$ cat src/rdsk_pkg.sv
// Purpose: Shared constants and types of the rotate/subtract/skip datapath
// Assumes: 32-bit APB register bus, 8-bit data path, 64-byte data memory
// Notes:   Register offsets are byte addresses; memory window is one byte per word
`default_nettype none
package rdsk_pkg;
   localparam int          DW            = 8;
   localparam int          AW            = 6;
   localparam int          MEM_DEPTH     = 64;
   localparam int          PAW           = 12;
   // Register map
   localparam logic [11:0] OFF_CTRL      = 12'h000;
   localparam logic [11:0] OFF_IMM       = 12'h004;
   localparam logic [11:0] OFF_WREG      = 12'h008;
   localparam logic [11:0] OFF_STATUS    = 12'h00c;
   localparam logic [3:0]  MEM_WIN_PAGE  = 4'h1;
   // Control word layout
   localparam int          CTRL_OP_LSB   = 0;
   localparam int          CTRL_BIT_LSB  = 8;
   localparam int          CTRL_ADDR_LSB = 16;
   localparam int          CTRL_GO_BIT   = 31;
   // Flag vector and status layout
   localparam int          F_C           = 0;
   localparam int          F_AC          = 1;
   localparam int          F_Z           = 2;
   localparam int          F_OV          = 3;
   localparam int          ST_SKIP_BIT   = 4;
   localparam int          ST_BAD_BIT    = 5;
   localparam int          ST_BUSY_BIT   = 8;
   localparam int          ST_CYC_LSB    = 12;
   localparam logic [1:0]  CYC_ONE       = 2'h1;
   localparam logic [1:0]  CYC_TWO       = 2'h2;
   localparam logic [7:0]  ALL_ONES      = 8'hff;
   localparam logic [7:0]  ONE_BYTE      = 8'h01;
   localparam logic [7:0]  ZERO_BYTE     = 8'h00;
   localparam logic [3:0]  FLAGS_RST     = 4'h0;

   typedef enum logic [4:0] {
      OP_NONE     = 5'b00000, OP_RLA  = 5'b00001, OP_RLC  = 5'b00010, OP_ROTATE_LEFT_CARRY_TO_WORKING = 5'b00011,
      OP_RR       = 5'b00100, OP_RRA  = 5'b00101, OP_RRC  = 5'b00110, OP_ROTATE_RIGHT_CARRY_TO_WORKING = 5'b00111,
      OP_SBC      = 5'b01000, OP_MINUS_BORROW_TO_MEMORY = 5'b01001, OP_SUB  = 5'b01010, OP_MINUS_TO_MEMORY = 5'b01011,
      OP_SUBI     = 5'b01100, OP_SDZ  = 5'b01101, OP_DECREMENT_TO_WORKING_SKIP_NIL = 5'b01110, OP_SIZ  = 5'b01111,
      OP_INCREMENT_TO_WORKING_SKIP_NIL     = 5'b10000, OP_SNZ  = 5'b10001, OP_SETB = 5'b10010, OP_SETI = 5'b10011,
      OP_SWAP     = 5'b10100
   } rdsk_op_e;

   typedef enum logic [1:0] {
      ST_IDLE  = 2'b00,
      ST_FETCH = 2'b01,
      ST_EXEC  = 2'b10,
      ST_DUMMY = 2'b11
   } rdsk_state_e;
endpackage : rdsk_pkg
`default_nettype wire

$ cat src/rdsk_mem_if.sv
// Purpose: Port bundle between the datapath top and its data memory
// Assumes: Single port, synchronous read
// Notes:   Read data appear one clock after the address
`timescale 1ns/1ps
`default_nettype none
interface rdsk_mem_if;
   import rdsk_pkg::*;
   logic [AW-1:0] addr;
   logic          we;
   logic [DW-1:0] wdata;
   logic [DW-1:0] rdata;
   modport ctl (output addr, output we, output wdata, input rdata);
   modport mem (input addr, input we, input wdata, output rdata);
endinterface : rdsk_mem_if
`default_nettype wire

$ cat src/rdsk_alu.sv
// Purpose: Combinational result, flag and skip logic for one instruction
// Assumes: Operands are stable during the execute cycle
// Notes:   Subtraction is done as an add of the inverted operand
`timescale 1ns/1ps
`default_nettype none
module rdsk_alu
   import rdsk_pkg::*;
(
   // Operands
   input  wire rdsk_op_e     op_i,
   input  wire logic [7:0]   mem_i,
   input  wire logic [7:0]   wreg_i,
   input  wire logic [7:0]   imm_i,
   input  wire logic [2:0]   bit_i,
   input  wire logic [3:0]   flags_i,
   // Results
   output logic      [7:0]   res_o,
   output logic              to_mem_o,
   output logic              to_wreg_o,
   output logic      [3:0]   flags_o,
   output logic              skip_o,
   output logic              bad_o
);
   logic [7:0] sub_b;
   logic       sub_cin;
   logic [8:0] sum;
   logic [4:0] half;

   always_comb begin
      sub_b   = (op_i == OP_SUBI) ? imm_i : mem_i;
      sub_cin = (op_i == OP_SBC || op_i == OP_MINUS_BORROW_TO_MEMORY) ? flags_i[F_C] : 1'b1;
      sum     = {1'b0, wreg_i} + {1'b0, ~sub_b} + {8'h00, sub_cin};
      half    = {1'b0, wreg_i[3:0]} + {1'b0, ~sub_b[3:0]} + {4'h0, sub_cin};
   end

   always_comb begin
      res_o     = mem_i;
      to_mem_o  = 1'b0;
      to_wreg_o = 1'b0;
      flags_o   = flags_i;
      skip_o    = 1'b0;
      bad_o     = 1'b0;
      case (op_i)
         OP_RLA:  begin res_o = {mem_i[6:0], mem_i[7]}; to_wreg_o = 1'b1; end
         OP_RLC:  begin res_o = {mem_i[6:0], flags_i[F_C]}; to_mem_o = 1'b1; flags_o[F_C] = mem_i[7]; end
         OP_ROTATE_LEFT_CARRY_TO_WORKING: begin res_o = {mem_i[6:0], flags_i[F_C]}; to_wreg_o = 1'b1; flags_o[F_C] = mem_i[7]; end
         OP_RR:   begin res_o = {mem_i[0], mem_i[7:1]}; to_mem_o = 1'b1; end
         OP_RRA:  begin res_o = {mem_i[0], mem_i[7:1]}; to_wreg_o = 1'b1; end
         OP_RRC:  begin res_o = {flags_i[F_C], mem_i[7:1]}; to_mem_o = 1'b1; flags_o[F_C] = mem_i[0]; end
         OP_ROTATE_RIGHT_CARRY_TO_WORKING: begin res_o = {flags_i[F_C], mem_i[7:1]}; to_wreg_o = 1'b1; flags_o[F_C] = mem_i[0]; end
         OP_SBC, OP_SUB, OP_SUBI, OP_MINUS_BORROW_TO_MEMORY, OP_MINUS_TO_MEMORY: begin
            res_o         = sum[7:0];
            to_wreg_o     = (op_i == OP_SBC || op_i == OP_SUB || op_i == OP_SUBI);
            to_mem_o      = (op_i == OP_MINUS_BORROW_TO_MEMORY || op_i == OP_MINUS_TO_MEMORY);
            flags_o[F_C]  = sum[8];
            flags_o[F_AC] = half[4];
            flags_o[F_Z]  = (sum[7:0] == ZERO_BYTE);
            flags_o[F_OV] = (wreg_i[7] == ~sub_b[7]) && (sum[7] != wreg_i[7]);
         end
         OP_SDZ:  begin res_o = mem_i - ONE_BYTE; to_mem_o = 1'b1; skip_o = (res_o == ZERO_BYTE); end
         OP_DECREMENT_TO_WORKING_SKIP_NIL: begin res_o = mem_i - ONE_BYTE; to_wreg_o = 1'b1; skip_o = (res_o == ZERO_BYTE); end
         OP_SIZ:  begin res_o = mem_i + ONE_BYTE; to_mem_o = 1'b1; skip_o = (res_o == ZERO_BYTE); end
         OP_INCREMENT_TO_WORKING_SKIP_NIL: begin res_o = mem_i + ONE_BYTE; to_wreg_o = 1'b1; skip_o = (res_o == ZERO_BYTE); end
         OP_SNZ:  begin skip_o = mem_i[bit_i]; end
         OP_SETB: begin res_o = ALL_ONES; to_mem_o = 1'b1; end
         OP_SETI: begin res_o = mem_i | (ONE_BYTE << bit_i); to_mem_o = 1'b1; end
         OP_SWAP: begin res_o = {mem_i[3:0], mem_i[7:4]}; to_mem_o = 1'b1; end
         default: begin bad_o = 1'b1; end
      endcase
   end
endmodule : rdsk_alu
`default_nettype wire

$ cat src/rdsk_dmem.sv
// Purpose: Byte-wide data memory with registered read data
// Assumes: Array contents are not reset
// Notes:   Read returns the old byte when written in the same cycle
`timescale 1ns/1ps
`default_nettype none
module rdsk_dmem
   import rdsk_pkg::*;
#(
   parameter int DEPTH = MEM_DEPTH
) (
   // Clock and reset
   input  wire logic  ref_clk_i,
   input  wire logic  sys_rst_i,
   // Memory port
   rdsk_mem_if.mem    mport
);
   logic [DW-1:0] store [DEPTH];
   logic [DW-1:0] rdata_ff;

   always_ff @(posedge ref_clk_i) begin
      if (mport.we) begin
         store[mport.addr] <= mport.wdata;
      end
   end

   always_ff @(posedge ref_clk_i) begin
      if (sys_rst_i) begin
         rdata_ff <= ZERO_BYTE;
      end else begin
         rdata_ff <= store[mport.addr];
      end
   end

   assign mport.rdata = rdata_ff;
endmodule : rdsk_dmem
`default_nettype wire

$ cat src/rdsk_top.sv
// Purpose: APB-controlled execution datapath for rotate, subtract, skip,
//          set and swap instructions on a byte-wide data memory
// Assumes: One APB master; ref_clk_i at 100 MHz; synchronous reset
// Notes:   A launched instruction reads memory, executes in one cycle and
//          spends one dummy cycle when it skips
`timescale 1ns/1ps
`default_nettype none
module rdsk_top
   import rdsk_pkg::*;
(
   // Clock and reset
   input  wire logic             ref_clk_i,
   input  wire logic             sys_rst_i,
   // APB slave
   input  wire logic             psel_i,
   input  wire logic             penable_i,
   input  wire logic             pwrite_i,
   input  wire logic [PAW-1:0]   paddr_i,
   input  wire logic [31:0]      pwdata_i,
   output logic      [31:0]      prdata_o,
   output logic                  pready_o,
   output logic                  pslverr_o,
   // Core status
   output logic                  skip_o,
   output logic                  busy_o
);
   rdsk_mem_if mif ();

   rdsk_state_e state_ff;
   rdsk_state_e nxt_state;
   rdsk_op_e    op_ff;
   logic [2:0]  bit_ff;
   logic [AW-1:0] addr_ff;
   logic [7:0]  imm_ff;
   logic [7:0]  wreg_ff;
   logic [3:0]  flags_ff;
   logic        skip_seen_ff;
   logic        bad_op_ff;
   logic [1:0]  cyc_ff;
   logic        dummy_ff;
   logic        busy_ff;
   logic        stage_ff;
   logic        pready_ff;
   logic        pslverr_ff;
   logic [31:0] prdata_ff;

   // Address decode
   logic        sel_ctrl;
   logic        sel_imm;
   logic        sel_wreg;
   logic        sel_status;
   logic        sel_mem;
   logic        mapped;
   logic        refuse;
   logic        done;
   logic        wr_ok;
   logic        launch;
   logic [31:0] rd_mux;

   // ALU results
   logic [7:0]  alu_res;
   logic        alu_to_mem;
   logic        alu_to_wreg;
   logic [3:0]  alu_flags;
   logic        alu_skip;
   logic        alu_bad;
   logic        in_exec;

   always_comb begin
      sel_ctrl   = (paddr_i == OFF_CTRL);
      sel_imm    = (paddr_i == OFF_IMM);
      sel_wreg   = (paddr_i == OFF_WREG);
      sel_status = (paddr_i == OFF_STATUS);
      sel_mem    = (paddr_i[11:8] == MEM_WIN_PAGE) && (paddr_i[1:0] == 2'h0);
      mapped     = sel_ctrl | sel_imm | sel_wreg | sel_status | sel_mem;
      // Register reads and status writes are safe while busy; memory accesses and other writes are not
      refuse     = !mapped || (busy_ff && (sel_mem || (pwrite_i && !sel_status)) );
      done       = psel_i && penable_i && pready_ff;
      wr_ok      = done && pwrite_i && !pslverr_ff;
      launch     = wr_ok && sel_ctrl && pwdata_i[CTRL_GO_BIT];
      in_exec    = (state_ff == ST_EXEC);
   end

   always_comb begin
      rd_mux = 32'h0000_0000;
      if (sel_ctrl) begin
         rd_mux[CTRL_OP_LSB +: 5]    = op_ff;
         rd_mux[CTRL_BIT_LSB +: 3]   = bit_ff;
         rd_mux[CTRL_ADDR_LSB +: AW] = addr_ff;
      end else if (sel_imm) begin
         rd_mux[7:0] = imm_ff;
      end else if (sel_wreg) begin
         rd_mux[7:0] = wreg_ff;
      end else if (sel_status) begin
         rd_mux[3:0]             = flags_ff;
         rd_mux[ST_SKIP_BIT]     = skip_seen_ff;
         rd_mux[ST_BAD_BIT]      = bad_op_ff;
         rd_mux[ST_BUSY_BIT]     = busy_ff;
         rd_mux[ST_CYC_LSB +: 2] = cyc_ff;
      end else if (sel_mem) begin
         rd_mux[7:0] = mif.rdata;
      end
   end

   // APB handshake: one cycle to address memory, one to present the answer
   always_ff @(posedge ref_clk_i) begin
      if (sys_rst_i) begin
         stage_ff   <= 1'b0;
         pready_ff  <= 1'b0;
         pslverr_ff <= 1'b0;
         prdata_ff  <= 32'h0000_0000;
      end else if (done) begin
         stage_ff   <= 1'b0;
         pready_ff  <= 1'b0;
         pslverr_ff <= 1'b0;
      end else if (psel_i && penable_i && !stage_ff) begin
         stage_ff <= 1'b1;
      end else if (psel_i && penable_i && stage_ff) begin
         pready_ff  <= 1'b1;
         pslverr_ff <= refuse;
         prdata_ff  <= (refuse || pwrite_i) ? 32'h0000_0000 : rd_mux;
      end
   end

   // Memory port: the executor owns it in the fetch and execute states, not in the dummy cycle
   always_comb begin
      if (state_ff == ST_FETCH || state_ff == ST_EXEC) begin
         mif.addr  = addr_ff;
         mif.we    = in_exec && alu_to_mem;
         mif.wdata = alu_res;
      end else begin
         mif.addr  = paddr_i[2 +: AW];
         mif.we    = wr_ok && sel_mem;
         mif.wdata = pwdata_i[7:0];
      end
   end

   rdsk_dmem #(
      .DEPTH (MEM_DEPTH)
   ) u_dmem (
      .ref_clk_i (ref_clk_i),
      .sys_rst_i (sys_rst_i),
      .mport     (mif.mem)
   );

   rdsk_alu u_alu (
      .op_i      (op_ff),
      .mem_i     (mif.rdata),
      .wreg_i    (wreg_ff),
      .imm_i     (imm_ff),
      .bit_i     (bit_ff),
      .flags_i   (flags_ff),
      .res_o     (alu_res),
      .to_mem_o  (alu_to_mem),
      .to_wreg_o (alu_to_wreg),
      .flags_o   (alu_flags),
      .skip_o    (alu_skip),
      .bad_o     (alu_bad)
   );

   // Sequencer
   always_comb begin
      case (state_ff)
         ST_IDLE:  nxt_state = launch ? ST_FETCH : ST_IDLE;
         ST_FETCH: nxt_state = ST_EXEC;
         ST_EXEC:  nxt_state = alu_skip ? ST_DUMMY : ST_IDLE;
         ST_DUMMY: nxt_state = ST_IDLE;
         default:  nxt_state = ST_IDLE;
      endcase
   end

   always_ff @(posedge ref_clk_i) begin
      if (sys_rst_i) begin
         state_ff <= ST_IDLE;
         busy_ff  <= 1'b0;
         dummy_ff <= 1'b0;
      end else begin
         state_ff <= nxt_state;
         busy_ff  <= (nxt_state != ST_IDLE);
         dummy_ff <= (nxt_state == ST_DUMMY);
      end
   end

   // Instruction word and immediate
   always_ff @(posedge ref_clk_i) begin
      if (sys_rst_i) begin
         op_ff   <= OP_NONE;
         bit_ff  <= 3'h0;
         addr_ff <= '0;
      end else if (wr_ok && sel_ctrl) begin
         op_ff   <= rdsk_op_e'(pwdata_i[CTRL_OP_LSB +: 5]);
         bit_ff  <= pwdata_i[CTRL_BIT_LSB +: 3];
         addr_ff <= pwdata_i[CTRL_ADDR_LSB +: AW];
      end
   end

   always_ff @(posedge ref_clk_i) begin
      if (sys_rst_i) begin
         imm_ff <= ZERO_BYTE;
      end else if (wr_ok && sel_imm) begin
         imm_ff <= pwdata_i[7:0];
      end
   end

   // Working register: only results that target it land here
   always_ff @(posedge ref_clk_i) begin
      if (sys_rst_i) begin
         wreg_ff <= ZERO_BYTE;
      end else if (in_exec && alu_to_wreg) begin
         wreg_ff <= alu_res;
      end else if (wr_ok && sel_wreg) begin
         wreg_ff <= pwdata_i[7:0];
      end
   end

   // Arithmetic flags; ops that leave them alone return them unchanged
   always_ff @(posedge ref_clk_i) begin
      if (sys_rst_i) begin
         flags_ff <= FLAGS_RST;
      end else if (in_exec) begin
         flags_ff <= alu_flags;
      end else if (wr_ok && sel_status) begin
         flags_ff <= pwdata_i[3:0];
      end
   end

   // Sticky status; hardware set wins over a write-one clear
   always_ff @(posedge ref_clk_i) begin
      if (sys_rst_i) begin
         skip_seen_ff <= 1'b0;
         bad_op_ff    <= 1'b0;
      end else begin
         if (in_exec && alu_skip) begin
            skip_seen_ff <= 1'b1;
         end else if (wr_ok && sel_status && pwdata_i[ST_SKIP_BIT]) begin
            skip_seen_ff <= 1'b0;
         end
         if (in_exec && alu_bad) begin
            bad_op_ff <= 1'b1;
         end else if (wr_ok && sel_status && pwdata_i[ST_BAD_BIT]) begin
            bad_op_ff <= 1'b0;
         end
      end
   end

   // Cycle count of the last instruction
   always_ff @(posedge ref_clk_i) begin
      if (sys_rst_i) begin
         cyc_ff <= 2'h0;
      end else if (in_exec) begin
         cyc_ff <= alu_skip ? CYC_TWO : CYC_ONE;
      end
   end

   assign prdata_o  = prdata_ff;
   assign pready_o  = pready_ff;
   assign pslverr_o = pslverr_ff;
   assign skip_o    = dummy_ff;
   assign busy_o    = busy_ff;
endmodule : rdsk_top
`default_nettype wire

$ cat config.mk
export PLATFORM = sky130hd
export DESIGN_NAME = rdsk_top
export DESIGN_NICKNAME = d
export VERILOG_FILES = /design/src/rdsk_pkg.sv /design/src/rdsk_mem_if.sv /design/src/rdsk_alu.sv /design/src/rdsk_dmem.sv /design/src/rdsk_top.sv
export SDC_FILE = /design/constraint.sdc
export NUM_CORES = 1
export LEC_CHECK = 0
export BUFFER_PORTS_ARGS = -buffer_cell sky130_fd_sc_hd__buf_4
export CAP_MARGIN = 0
export CORE_ASPECT_RATIO = 1.2
export CORE_UTILIZATION = 41
export DETAILED_ROUTE_END_ITERATION = 16
export GPL_TIMING_DRIVEN = 0
export MAX_ROUTING_LAYER = met4
export PLACE_DENSITY = 0.57
export SLEW_MARGIN = 10
export SYNTH_ARGS = -nofsm -noshare
export SYNTH_HDL_FRONTEND = slang
export SYNTH_HIERARCHICAL = 1
export SYNTH_SLANG_ARGS = --single-unit
$ cat constraint.sdc
create_clock -name ref_clk_i -period 8.5 [get_ports ref_clk_i]
set_input_delay 1.7 -clock ref_clk_i [delete_from_list [all_inputs] [get_ports ref_clk_i]]
set_output_delay 1.7 -clock ref_clk_i [all_outputs]
set_load 0.01 [all_outputs]
# Word level (Yosys, flattened, before mapping)

Memories as Yosys holds them, arrays and structs flattened. A register that Yosys moved wholly into a read port is not among the register bits.
Cells that the tools add are included.

Memories: 1
Flip-flop bits (word level): 77
Bits in writable memories: 512
Bits of input ports: 49
Output and inout bits: 36

Memory list:

| memory       | words | bits a word | rd ports | clocked after Yosys merged registers in | wr ports | line            | RTL |
|---|---|---|---|---|---|---|---|
| u_dmem.store | 64    | 8           | 1        | 1                                       | 1        | rdsk_dmem.sv:17 | `logic [DW-1:0] store [DEPTH];` |

Reduce and logical (&&, ||, !) cells: 59
Add/sub/neg operators: 6
Order comparisons: 1
Mux-type cells: 46
Bitwise operators: 10
Shift operators: 1
Eq/ne operators: 32

Operators with widths:

| cell                                                 | count |
|---|---|
| case mux 8 bit (10 select lines)                     | 1 |
| two-way mux 8 bit                                    | 7 |
| equality test 5 x 4 -> 1 bit, second input constant  | 8 |
| equality test 5 bit, second input constant           | 5 |
| equality test 12 x 4 -> 1 bit, second input constant | 2 |
| logical NOT 8 bit                                    | 3 |
| logical AND 1 bit                                    | 22 |
| two-way mux 22 bit                                   | 1 |
| equality test 5 x 3 -> 1 bit, second input constant  | 4 |
| OR reduction 20 bit                                  | 1 |
| two-way mux 6 bit                                    | 3 |
| two-way mux 2 bit                                    | 8 |
| two-way mux 1 bit                                    | 15 |
| equality test 12 x 3 -> 1 bit, second input constant | 1 |
| logical NOT 12 bit                                   | 1 |
| OR reduction 2 bit                                   | 6 |
| equality test 5 x 2 -> 1 bit, second input constant  | 2 |
| nonzero test 2 bit                                   | 5 |
| adder 8 x 8 -> 9 bit                                 | 1 |
| adder 9 x 1 -> 9 bit                                 | 1 |
| adder 8 x 1 -> 8 bit, second input constant          | 1 |
| logical OR 1 bit                                     | 8 |
| two-way mux 4 bit                                    | 2 |
| inverter 8 bit                                       | 1 |
| 30 further kinds                                     | 46 |

# Logic depth before layout (Yosys ltp)

Word-level depth: 9
Depth in mapped cells: 16
Mapped depth without buffers: 14

# Hierarchy

The synthesis kept the hierarchy.

By module, submodules not included:

| module    | area an instance (um^2) | sequential area each (um^2) | instances | cells each |
|---|---|---|---|---|
| rdsk_dmem | 20,076.8                | 15,534.9                    | 1         | 1,178 |
| rdsk_top  | 3,380.7                 | 1,281.2                     | 1         | 402 |
| rdsk_alu  | 1,796.7                 | 0.0                         | 1         | 275 |

# Least setup slack after synthesis

OpenSTA, ideal clock, no wires.

Path type: input port to flip-flop
Start: in paddr_i[1]
End: mem u_dmem.store[26][0] (enable)
Data arrival time: 3.806 ns
Path slack: 4.323 ns
Buffers on the path: 1
Required time: 8.130 ns
Cell stages on the path: 8
Library setup time: 0.370 ns
Cell sequence: or3_1 nor2_1 clkbuf_1 nand3_1 o21ai_0 nor2b_1 nand2_1 nor2_1

Longest elaborated chain between the ends: 6

RTL lines:

| element                                 | line             | RTL |
|---|---|---|
| start, declared                         | rdsk_top.sv:18   | `input wire logic [PAW-1:0] paddr_i,` |
| logical NOT 2 bit                       | rdsk_top.sv:74   | `sel_mem = (paddr_i[11:8] == MEM_WIN_PAGE) && (paddr_i[1:0] == 2'h0);` |
| logical AND 1 bit                       | rdsk_top.sv:74   |  |
| logical AND 1 bit                       | rdsk_top.sv:133  | `mif.we = wr_ok && sel_mem;` |
| two-way mux 1 bit                       | rdsk_top.sv:127  | `if (state_ff == ST_FETCH \|\| state_ff == ST_EXEC) begin` |
| via mif.we                              | rdsk_mem_if.sv:9 | `logic we;` |
| two-way mux 1 bit                       | rdsk_dmem.sv:21  | `if (mport.we) begin` |
| two-way mux 1 bit (implied by the code) | rdsk_dmem.sv:22  | `store[mport.addr] <= mport.wdata;` |
| end, declared                           | rdsk_dmem.sv:17  |  |

The timed path passes the listed nets, and every way through them passes these cells.

# Worst setup path after layout

Start: reg state_ff[1]
End: mem u_dmem.store[22][0] (enable)

RTL lines:

| element                                                                    | line             | RTL |
|---|---|---|
| start, declared                                                            | rdsk_top.sv:29   | `rdsk_state_e state_ff;` |
| start signal, assigned                                                     | rdsk_top.sv:178  | `state_ff <= nxt_state;` |
| equality test 2 x 1 -> 1 bit / equality test 2 bit (equally long branches) | rdsk_top.sv:127  |  |
| logical OR 1 bit *                                                         | rdsk_top.sv:127  |  |
| two-way mux 6 bit *                                                        | rdsk_top.sv:127  |  |
| via mif.addr[2]                                                            | rdsk_mem_if.sv:8 | `logic [AW-1:0] addr;` |

The timed path passes the listed nets; every way through them passes the cells marked *.

==> results.yml <==
pwr:
  irDropWorstVdd_uv: 217
  leakagePower_nw: 9.26
  internal_power_mw: 4.89
  p_clk_share_pct: 43.4
  powerDensity_nw_per_um2: 221
  comb_power_share_pct: 7.3
  switching_power_mw: 1.46
  p_total_mw: 6.35
  power.share.sequential_pct: 49.3
  swShare_pct: 23.0
run:
  max-cap-violations: 0
timing:
  post-route-period-util_pct: 73.6
  min_period_ns: 6.25
  timing.slew.headroom_pct: 12.8
  setup_tns_ns: 0
  hold_viol: 0
  max_freq_ghz: 0.160
  rsz0062_at_grt: "false"
  setup_violations: 0
  clock_skew_ns: 0.0366
  worst_pin_slew_ns: 1.30
  final_max_slew_viol_count: 0
clocking:
  cts_setup_buffers: 0
  cts_tree: "built"
  htree_levels: 2
  cts_resized: 0
  clk_latency_ns: 0.65
  numCtsBuffers: 58
  cts.clk_slew.worst_paths_ns: 0.06
  clock-sinks: 584
  cts-root-buf: "clkbuf_16"
  clk_path_buf_depth: 3
  cts_hold_buf: 0
floorplanning:
  start_util_pct: 41.5
  io_pins: 85
  die_h_um: 274
  core_area_sq_um: 60800
  die_area_sq_um: 62600
  num_rows: 99
  die_width_um: 229
yosys:
  yosysWarnings: 6
  synth_cell_type_count: 91
  synth_top_area_cell: "edfxtp_1"
  ys.flop_type: "edfxtp_1"
  synth_common_cells: "edfxtp_1, nor2_1, a21oi_1, a22oi_1, nand2_1"
  synth-seq-cells: 584
  netlist_top_cells_area: "edfxtp_1, dfxtp_1, a22oi_1"
  synth_cells: 1855
  async_reset_ff_share_pct: 0
  synth_area_sq_um: 25300
  yosysMostFrequentCell: "edfxtp_1"
  seq_area_frac_synth_pct: 66.6
  synth_top_area_share_pct: 60.9
  syn-mean-instance-area_sq_um: 13.6
  synth_edf_count: 512
placement:
  port_buffers: 56
  dp_hpwl_um: 62200
  place_congestion: 0.969
cells_and_area:
  syn_to_final_growth_pct: 14.1
  antenna_cells: 0
  multi_input_area_sq_um: 7590
  utilization_pct: 47.4
  regArea_sq_um: 16800
  fillerInstances: 5355
  final_layout_size_suffix_gt1_share_pct: 15.0
  nets: 2047
detailed_routing:
  drc_errors: 0
  ant_nets: 0
  via_per_inst: 6.28
  drt_iter0_drc: 1892
  vias: 17800
  detail_route.wl_per_cell_um: 31.6
  first_pass_iters: 5
  wl_um: 89700
outcome:
  status: "finished, final reports clean"
setup_path:
  worstSetupStartpoint: "state_ff[1]"
  crit_type: "flip-flop to flip-flop"
  worst-path-max-fanout: 10
  arrival_ns: 6.50
  crit_path_end_kind: "flip-flop"
  crit_required_ns: 8.74
  cp-start-kind: "flip-flop"
  rr_startpoint: "state_ff[1]"
  rr_worst_depth: 12
global_route:
  grt_pass1_wl_um: 126000
  first_global_vias: 17500
  grt_max_degree: 65
  grt.overflow.total: 0
  grt_use_total_pct: 29.3
  grt_antenna_before_repair: 0
worst_hold_path:
  min-delay-start: "prdata_o[21]"
  worstHoldPathType: "flip-flop to flip-flop"
  whs_path_depth: 2
[power groups by stage]
stage | registers, mW | clock network, mW | logic [mW]
floorplan | 3.19 | 0 | 0.259
global placement | 3.20 | 0 | 0.451
detailed placement | 3.20 | 0 | 0.453
CTS | 3.13 | 2.80 | 0.454
global route | 3.13 | 2.90 | 0.482
finish | 3.13 | 2.76 | 0.464
[metal layers]
layer | part of all wire (%) | routed length (um) | GRT usage, %
met5 | 0 | 0 | -
met4 | 6.2 | 5590 | 16.5
met3 | 6.4 | 5720 | 4.23
met2 | 50 | 44800 | 49.6
met1 | 37 | 33600 | 33.4
[stage by stage]
step | hold slack, ns | instance area, sq um | setup WS [ns] | cells
floorplan | 0.448 | 25300 | 4.32 | 1867
global route | 0.476 | 28800 | 2.29 | 2840
detailed placement | 0.448 | 26700 | 2.12 | 2731
global placement | 0.441 | 26700 | 2.09 | 2731
finish | 0.453 | 28800 | 2.25 | 2840
CTS | 0.458 | 28800 | 2.29 | 2840
[state kept, by name, summed over array words and instances, names as in the netlist]
signal,count
addr_ff,6
bit_ff,3
op_ff,5
stage_ff,1
pslverr_o,1
skip_seen_ff,1
flags_ff,4
prdata_o,19
bad_op_ff,1
cyc_ff,2
busy_o,1
wreg_ff,8
skip_o,1
pready_o,1
u_dmem/store,512
imm_ff,8
u_dmem/mport.rdata,8
state_ff,2
[final timing paths]
kind                          to  slack [ns]
min                 prdata_o[21]        0.45
max reg2reg  u_dmem/store[22][0]        2.25
max          u_dmem/store[22][0]        2.25
min reg2reg         prdata_o[21]        0.45
[worst max-delay path: stages, from the launching register on]
cell      delay, ns
dfxtp_1        0.35
inv_1          0.08
ha_1           0.27
clkbuf_1       0.56
buf_1          0.59
mux2_2         0.30
buf_6          0.18
buf_6          0.22
buf_2          0.54
buf_2          0.53
buf_2          0.42
nand3_1        0.64
nor2_1         1.11
[cell families (layout without fill, tap and decap cells)]
kind of cell | count (synthesis) | count (layout) | share of synthesized area, %
flops | 584 | 584 | 66.6
compound gates | 545 | 545 | 15.3
buf+inv | 184 | 349 | 3.68
other cells | 1 | 13 | 0.0148
simple gates | 400 | 400 | 7.82
mux | 111 | 111 | 5.24
fa+ha+maj | 15 | 15 | 0.803
xor+xnor | 15 | 15 | 0.520
[layout by cell type (no fill, tap or decap), types with 11 or more instances in the layout]
cell / count
a221oi_1: 81
nand2_1: 89
nand3_1: 24
mux4_2: 12
nor3_1: 22
buf_4: 79
a22oi_1: 98
mux2_2: 29
o21ai_0: 77
o221ai_1: 11
a21oi_1: 98
a22o_1: 29
buf_6: 13
nor2_1: 138
conb_1: 13
mux2i_1: 61
clkinv_2: 11
nand4_1: 40
ha_1: 13
o22ai_1: 42
dfxtp_1: 72
clkbuf_1: 75
bufinv_16: 12
edfxtp_1: 512
clkbuf_16: 58
buf_2: 43
nand2b_1: 21
inv_1: 27
[layout make-up]
| type | instances | share of cell area (%) |
|---|---|---|
| clock buffers | 70 | 5.26 |
| multi-input cells | 1099 | 26.3 |
| clock inverters | 39 | 1.87 |
| repair buffers | 56 | 1.46 |
| inverters | 29 | 0.378 |
| plain buffers | 155 | 2.85 |
| flip-flops and latches | 584 | 58.4 |
| well taps | 808 | 3.51 |
Note: power is estimated with default switching activity, not from simulation.
